### config.mk
export PLATFORM = sky130hd
export DESIGN_NAME = palette_dac_access_port
export DESIGN_NICKNAME = d
export VERILOG_FILES = /design/src/verilog/palette_dac_pkg.sv /design/src/verilog/palette_dac_access_port.sv
export SDC_FILE = /design/constraint.sdc
export NUM_CORES = 1
export LEC_CHECK = 0
export BUFFER_PORTS_ARGS = -buffer_cell sky130_fd_sc_hd__buf_2
export CAP_MARGIN = 20
export CORE_AREA = 2 2 123 113
export CTS_CLUSTER_DIAMETER = 30
export CTS_CLUSTER_SIZE = 10
export DETAILED_ROUTE_END_ITERATION = 6
export DIE_AREA = 0 0 125 115
export GPL_TIMING_DRIVEN = 1
export SYNTH_ARGS = -nofsm -noshare
export SYNTH_HDL_FRONTEND = slang
export SYNTH_SLANG_ARGS = --single-unit
### constraint.sdc
create_clock -name clock_i -period 6.4 [get_ports clock_i]
set_clock_uncertainty 0.15 [all_clocks]
set_input_delay 0.96 -clock clock_i [delete_from_list [all_inputs] [get_ports clock_i]]
set_output_delay 0.96 -clock clock_i [all_outputs]
set_load 0.03 [all_outputs]
### src/verilog/palette_dac_pkg.sv
// Package of addresses, reset values, carrier structs and state layout.
package palette_dac_pkg;

    ////////////////////////////////////////////////////////////////////////
    // Host I/O addresses of the palette registers.
    localparam logic [15:0] ADDR_PIXEL_READ_MASK = 16'h03c6;
    localparam logic [15:0] ADDR_READ_INDEX_STATUS = 16'h03c7;
    localparam logic [15:0] ADDR_PALETTE_WRITE_INDEX = 16'h03c8;
    localparam logic [15:0] ADDR_PALETTE_DATA_PORT = 16'h03c9;

    ////////////////////////////////////////////////////////////////////////
    // Field layout and encodings.
    localparam int COMPONENT_BITS = 6;
    localparam logic [1:0] STATUS_WRITE = 2'h0;
    localparam logic [1:0] STATUS_READ = 2'h3;
    localparam logic [1:0] COMP_RED = 2'h0;
    localparam logic [1:0] COMP_GREEN = 2'h1;
    localparam logic [1:0] COMP_BLUE = 2'h2;
    localparam logic [1:0] RS_DATA_PORT = 2'h3;

    ////////////////////////////////////////////////////////////////////////
    // Values after reset.
    localparam logic [7:0] MASK_RESET = 8'hff;
    localparam logic [7:0] INDEX_RESET = 8'h00;
    localparam logic [1:0] STATUS_RESET = STATUS_WRITE;
    localparam logic [1:0] COMP_RESET = COMP_RED;

    ////////////////////////////////////////////////////////////////////////
    // Types.
    typedef enum logic [1:0] {
        SEQ_IDLE = 2'b00,
        SEQ_READ = 2'b01,
        SEQ_WRITE = 2'b10
    } seq_mode_t;

    typedef struct packed {
        logic [15:0] addr;
        logic rd;
        logic wr;
        logic [7:0] wdata;
    } io_req_t;

    typedef struct packed {
        logic [1:0] rs;
        logic rd;
        logic wr;
        logic [7:0] wdata;
    } dac_bus_t;

    typedef struct packed {
        logic [7:0] mask;
        logic [7:0] rd_idx;
        logic [7:0] wr_idx;
        logic [1:0] comp;
        seq_mode_t mode;
        logic [1:0] status;
        logic [5:0] red;
        logic [5:0] green;
        logic [7:0] inport_ff1;
        logic [7:0] inport_ff2;
        logic [7:0] inport_ff3;
        logic [7:0] inport;
        logic [7:0] rdata;
        logic rvalid;
        dac_bus_t dac;
        logic commit;
        logic [7:0] commit_idx;
        logic [17:0] commit_data;
        logic [7:0] color_index;
    } dac_port_state_t;

endpackage : palette_dac_pkg

### src/verilog/palette_dac_access_port.sv
// Host access port for the colour look-up table of an external video DAC.
`timescale 1ns/1ps

module palette_dac_access_port
    import palette_dac_pkg::*;
(
    // Clock and reset.
    input wire logic clock_i,
    input wire logic srst_i,
    // Host I/O cycles.
    input wire io_req_t io_req_i,
    output logic [7:0] io_rdata_o,
    output logic io_rvalid_o,
    // Controls from the extended registers.
    input wire logic dac_write_lock_i,
    input wire logic inport_read_enable_i,
    // External input buffer pins.
    input wire logic [7:0] general_input_port_i,
    // External video DAC.
    output dac_bus_t dac_o,
    input wire logic [7:0] dac_rdata_i,
    output logic entry_commit_o,
    output logic [7:0] entry_index_o,
    output logic [17:0] entry_data_o,
    // Pixel path.
    input wire logic [7:0] pixel_select_outputs_i,
    output logic [7:0] color_index_o
);

    ////////////////////////////////////////////////////////////////////////
    // Address decode; the address check serves both paths, the register select only writes.

    function automatic logic is_dac_addr(input logic [15:0] addr);
        is_dac_addr = (addr == ADDR_PIXEL_READ_MASK) ||
                      (addr == ADDR_READ_INDEX_STATUS) ||
                      (addr == ADDR_PALETTE_WRITE_INDEX) ||
                      (addr == ADDR_PALETTE_DATA_PORT);
    endfunction : is_dac_addr

    function automatic logic [1:0] dac_rs(input logic [15:0] addr);
        dac_rs = 2'(addr[1:0] - 2'h2);
    endfunction : dac_rs

    ////////////////////////////////////////////////////////////////////////
    // State.

    dac_port_state_t st;
    dac_port_state_t next_st;
    logic [7:0] inport_diff;

    always_comb
    begin
        next_st = st;
        next_st.rvalid = 1'b0;
        next_st.commit = 1'b0;
        next_st.dac.rd = 1'b0;
        next_st.dac.wr = 1'b0;

        // Only the second and third stages feed the filter.
        next_st.inport_ff1 = general_input_port_i;
        next_st.inport_ff2 = st.inport_ff1;
        next_st.inport_ff3 = st.inport_ff2;
        inport_diff = st.inport_ff2 ^ st.inport_ff3;
        next_st.inport = (~inport_diff & st.inport_ff3) |
                         (inport_diff & st.inport);

        next_st.color_index = pixel_select_outputs_i & st.mask;

        // Writes are dropped whole while the lock is set.
        if (io_req_i.wr && !dac_write_lock_i && is_dac_addr(io_req_i.addr))
        begin
            next_st.dac.wr = 1'b1;
            next_st.dac.rs = dac_rs(io_req_i.addr);
            next_st.dac.wdata = io_req_i.wdata;
            case (io_req_i.addr)
                ADDR_PIXEL_READ_MASK:
                begin
                    next_st.mask = io_req_i.wdata;
                end
                ADDR_READ_INDEX_STATUS:
                begin
                    next_st.rd_idx = io_req_i.wdata;
                    next_st.mode = SEQ_READ;
                    next_st.status = STATUS_READ;
                    next_st.comp = COMP_RED;
                end
                ADDR_PALETTE_WRITE_INDEX:
                begin
                    next_st.wr_idx = io_req_i.wdata;
                    next_st.mode = SEQ_WRITE;
                    next_st.status = STATUS_WRITE;
                    next_st.comp = COMP_RED;
                end
                ADDR_PALETTE_DATA_PORT:
                begin
                    // A data write in a read sequence leaves it untouched.
                    if (st.mode == SEQ_WRITE)
                    begin
                        case (st.comp)
                            COMP_RED:
                            begin
                                next_st.red = io_req_i.wdata[5:0];
                                next_st.comp = COMP_GREEN;
                            end
                            COMP_GREEN:
                            begin
                                next_st.green = io_req_i.wdata[5:0];
                                next_st.comp = COMP_BLUE;
                            end
                            default:
                            begin
                                next_st.commit = 1'b1;
                                next_st.commit_idx = st.wr_idx;
                                next_st.commit_data = {st.red, st.green,
                                    io_req_i.wdata[5:0]};
                                next_st.wr_idx = 8'(st.wr_idx + 8'h01);
                                next_st.comp = COMP_RED;
                            end
                        endcase
                    end
                end
                default:
                begin
                    next_st.dac.wr = 1'b0;
                end
            endcase
        end

        if (io_req_i.rd && is_dac_addr(io_req_i.addr))
        begin
            next_st.rvalid = 1'b1;
            case (io_req_i.addr)
                ADDR_PIXEL_READ_MASK:
                begin
                    next_st.rdata = st.mask;
                end
                ADDR_READ_INDEX_STATUS:
                begin
                    next_st.rdata = {6'h00, st.status};
                end
                ADDR_PALETTE_WRITE_INDEX:
                begin
                    if (inport_read_enable_i)
                    begin
                        next_st.rdata = st.inport;
                    end
                    else
                    begin
                        next_st.rdata = st.wr_idx;
                    end
                end
                ADDR_PALETTE_DATA_PORT:
                begin
                    next_st.rdata = {2'h0,
                        dac_rdata_i[COMPONENT_BITS-1:0]};
                    next_st.dac.rd = 1'b1;
                    next_st.dac.rs = RS_DATA_PORT;
                    // A data read in a write sequence leaves it untouched.
                    if (st.mode == SEQ_READ)
                    begin
                        if (st.comp == COMP_BLUE)
                        begin
                            next_st.rd_idx = 8'(st.rd_idx + 8'h01);
                            next_st.comp = COMP_RED;
                        end
                        else
                        begin
                            next_st.comp = 2'(st.comp + 2'h1);
                        end
                    end
                end
                default:
                begin
                    next_st.rvalid = 1'b0;
                end
            endcase
        end
    end

    always_ff @(posedge clock_i)
    begin
        if (srst_i)
        begin
            st <= '0;
            st.mask <= MASK_RESET;
            st.rd_idx <= INDEX_RESET;
            st.wr_idx <= INDEX_RESET;
            st.comp <= COMP_RESET;
            st.mode <= SEQ_IDLE;
            st.status <= STATUS_RESET;
        end
        else
        begin
            st <= next_st;
        end
    end

    ////////////////////////////////////////////////////////////////////////
    // Outputs, all straight from the state register.

    assign io_rdata_o = st.rdata;
    assign io_rvalid_o = st.rvalid;
    assign dac_o = st.dac;
    assign entry_commit_o = st.commit;
    assign entry_index_o = st.commit_idx;
    assign entry_data_o = st.commit_data;
    assign color_index_o = st.color_index;

    logic wr_ok;
    logic rd_data;
    assign wr_ok = io_req_i.wr && !dac_write_lock_i;
    assign rd_data = io_req_i.rd && io_req_i.addr == ADDR_PALETTE_DATA_PORT;
endmodule : palette_dac_access_port

==> results.sh <==
export IMPL_layout_core_utilization=0.4529
export IMPL_cts_inserted_buffers=17
export IMPL_synth_area_top_cells="dfxtp_1 47%, nand2_1 8.0%, buf_4 7.9%"
export IMPL_post_cts_setup_buffer_count=0
export IMPL_route_vias_total=4070
export IMPL_power_internal_uw=1408
export IMPL_globalRouteOverflowTotal=0
export IMPL_power_frac_seq=0.429
export IMPL_setup_slack_ps=3271
export IMPL_antenna_violating_nets_post_route=0
export IMPL_holdCritPathClass="flip-flop to flip-flop"
export IMPL_cp_arrival_ps=3230
export IMPL_drt_initial_drc_count=278
export IMPL_synth_yosys_warnings=0
export IMPL_fp_row_count=40
export IMPL_required_ps=6500
export IMPL_max_cap_violations=0
export IMPL_diodes=0
export IMPL_critical_path_startpoint_type="primary input"
export IMPL_layout_filler_cell_count=1336
export IMPL_post_route_period_util=0.4889
export IMPL_switching_power_uw=362.6
export IMPL_gp_routability_congestion=0.8228
export IMPL_ys_async_sr_fraction=0
export IMPL_layout_area_overhead_vs_synth_pct=16.12
export IMPL_route_detailed_wl_per_inst_um=15.36
export IMPL_portBuffers=107
export IMPL_power_leakage_uw=0.002322
export IMPL_clk_pin_slew_ps=50
export IMPL_clock_insertion_delay_worst_skew_ps=410
export IMPL_maxClockFrequency_mhz=319.6
export IMPL_totalWireLength_mm=12.38
export IMPL_route_detailed_drc=0
export IMPL_grt_pass1_wl_mm=19.87
export IMPL_number_of_enable_type_register_cells_in_the_synthesized_netlist=0
export IMPL_die_area_um2=14380
export IMPL_floorplan_die_height_um=115
export IMPL_setup_violations=0
export IMPL_syn_avg_cell_area_um2=8.832
export IMPL_share_comb_of_total_power=0.037
export IMPL_critical_path_max_fanout=17
export IMPL_synth_top_cells_by_count="120 x dfxtp_1, 109 x nand2_1, 54 x buf_4, 51 x a21oi_1, 37 x nor2_1"
export IMPL_power_per_cell_area_nw_per_um2=298.2
export IMPL_power_frac_clock=0.534
export IMPL_die_width_um=125
export IMPL_detail_route_first_pass_iterations=5
export IMPL_finalHoldViolCount=0
export IMPL_dominantRegCellSynth="dfxtp_1"
export IMPL_synth_top_area_share=0.4698
export IMPL_number_of_i_o_pins=110
export IMPL_via_per_inst=5.050
export IMPL_core_region_area_um2=13110
export IMPL_grt_pass1_vias=3899
export IMPL_dp_slack_ps=2875
export IMPL_yosys_cell_count_top_type="dfxtp_1"
export IMPL_report_power_total_uw=1771
export IMPL_status="completed"
export IMPL_ys_ff_latch=120
export IMPL_cts_root_to_sink_buffers=2
export IMPL_vdd_ir_drop_max_mv=0.1623
export IMPL_syn_num_nets=634
export IMPL_period_needed_ps=3129
export IMPL_tightest_slew_ps=975.5
export IMPL_detailedPlacementHpwl_mm=8.687
export IMPL_post_synth_instance_area_um2=5114
export IMPL_cts_repair_resized=0
export IMPL_final_setup_tns_ps=0
export IMPL_finalMaxSlewViolations=0
export IMPL_maximum_number_of_pins_on_one_net_before_global_route_repair=96
export IMPL_netlist_instances=579
export IMPL_tritoncts="done"
export IMPL_sw_frac_of_total=0.2048
export IMPL_critPathCaptureType="flip-flop"
export IMPL_holdBufCountCts=0
export IMPL_yosysTopAreaCell="dfxtp_1"
export IMPL_h_tree_lvls=4
export IMPL_number_of_antenna_violations_at_the_first_check_in_global_routing=0
export IMPL_synth_distinct_cells=50
export IMPL_numClockSinks=120
export IMPL_fin_nets=680
export IMPL_rsz_0062_raised_after_global_routing="false"
export IMPL_synth_seq_area_share=0.4698
export IMPL_maxSlewHeadroom=0.3496
export IMPL_starting_density=0.3900
export IMPL_cts_root_buffer="clkbuf_16"
export IMPL_worstSetupPathType="primary input to flip-flop"
export IMPL_gr_usage_all_layers=0.1761
export IMPL_layout_drive_gt1_share=0.2492
[through the flow]
stage	hold WS, ps	std cells	cell area, µm²
floorplan	263.8	579	5114
global placement	275.9	774	5349
detailed placement	273.9	774	5349
CTS	288.4	806	5938
global route	307.6	806	5938
finish	283.7	806	5938
[metal layers]
metal / track usage / routed length [µm] / vias up / part of all wire
li1: - / - / 2021 / -
met1: 0.2252 / 5654 / 1909 / 0.46
met2: 0.2826 / 5771 / 126 / 0.47
met3: 0.05305 / 760 / 14 / 0.061
met4: 0.06815 / 194 / 0 / 0.016
met5: 0 / 0 / - / 0
[placed cells by master (no fill, tap or decap), types with 12 or more instances in the layout]
cell type,instances
dfxtp_1,120
nand2_1,109
buf_2,106
a21oi_1,51
nor2_1,37
nor2b_1,33
o21ai_0,20
clkbuf_16,17
nor3_1,15
mux2i_1,12
[power by group through the flow]
stage | Sequential [µW] | Clock [µW] | Combinational (µW)
floorplan | 774 | 0 | 38.4
global placement | 775 | 0 | 64.6
detailed placement | 775 | 0 | 65.9
CTS | 759 | 971 | 66.1
global route | 760 | 1000 | 71.7
finish | 760 | 945 | 65.7
[critical path, stage by stage]
cell,delay (ps)
buf_2,270
nor4bb_1,260
buf_4,230
nand4_1,570
nor2_2,620
mux2i_1,250
nor2_1,60
[worst paths after layout]
path,startpoint,end,slack (ps),depth (start not counted)
hold reg to reg,next_st[72],next_st[64],280,1
setup reg to reg,st[103],entry_data_o[12],3780,5
hold / removal,next_st[72],next_st[64],280,1
setup / recovery,io_req_i[10],st[97],3270,7
[logic make-up (layout without fill, tap and decap cells)]
family	after synthesis	after routing	share of synthesized area
adder cells (fa/ha/maj)	1	1	0.002446
multiplexers	20	20	0.04111
AO/OA/AOI/OAI	110	110	0.1346
XOR/XNOR	1	1	0.001713
buffers and inverters	85	144	0.1069
flip-flops	120	120	0.4698
AND/OR/NAND/NOR	242	242	0.2435
[area by class of cell]
type	count	area, µm²	area share
sequential	120	2402	0.4046
multi-input combinational	374	2165	0.3645
timing repair buffer	111	568.0	0.09566
clock buffer	22	464.2	0.07817
tap	168	210.2	0.03540
clock inverter	10	125.1	0.02107
inverter	1	3.754	0.0006321
[registers in the layout (all words and copies together) (netlist names), named ones only]
name            count
io_rvalid_o         1
color_index_o       8
entry_data_o       18
next_st            16
st                 40
entry_commit_o      1
entry_index_o       8
dac_o              12
io_rdata_o          8
No activity file was read; power rests on OpenSTA's default activity.
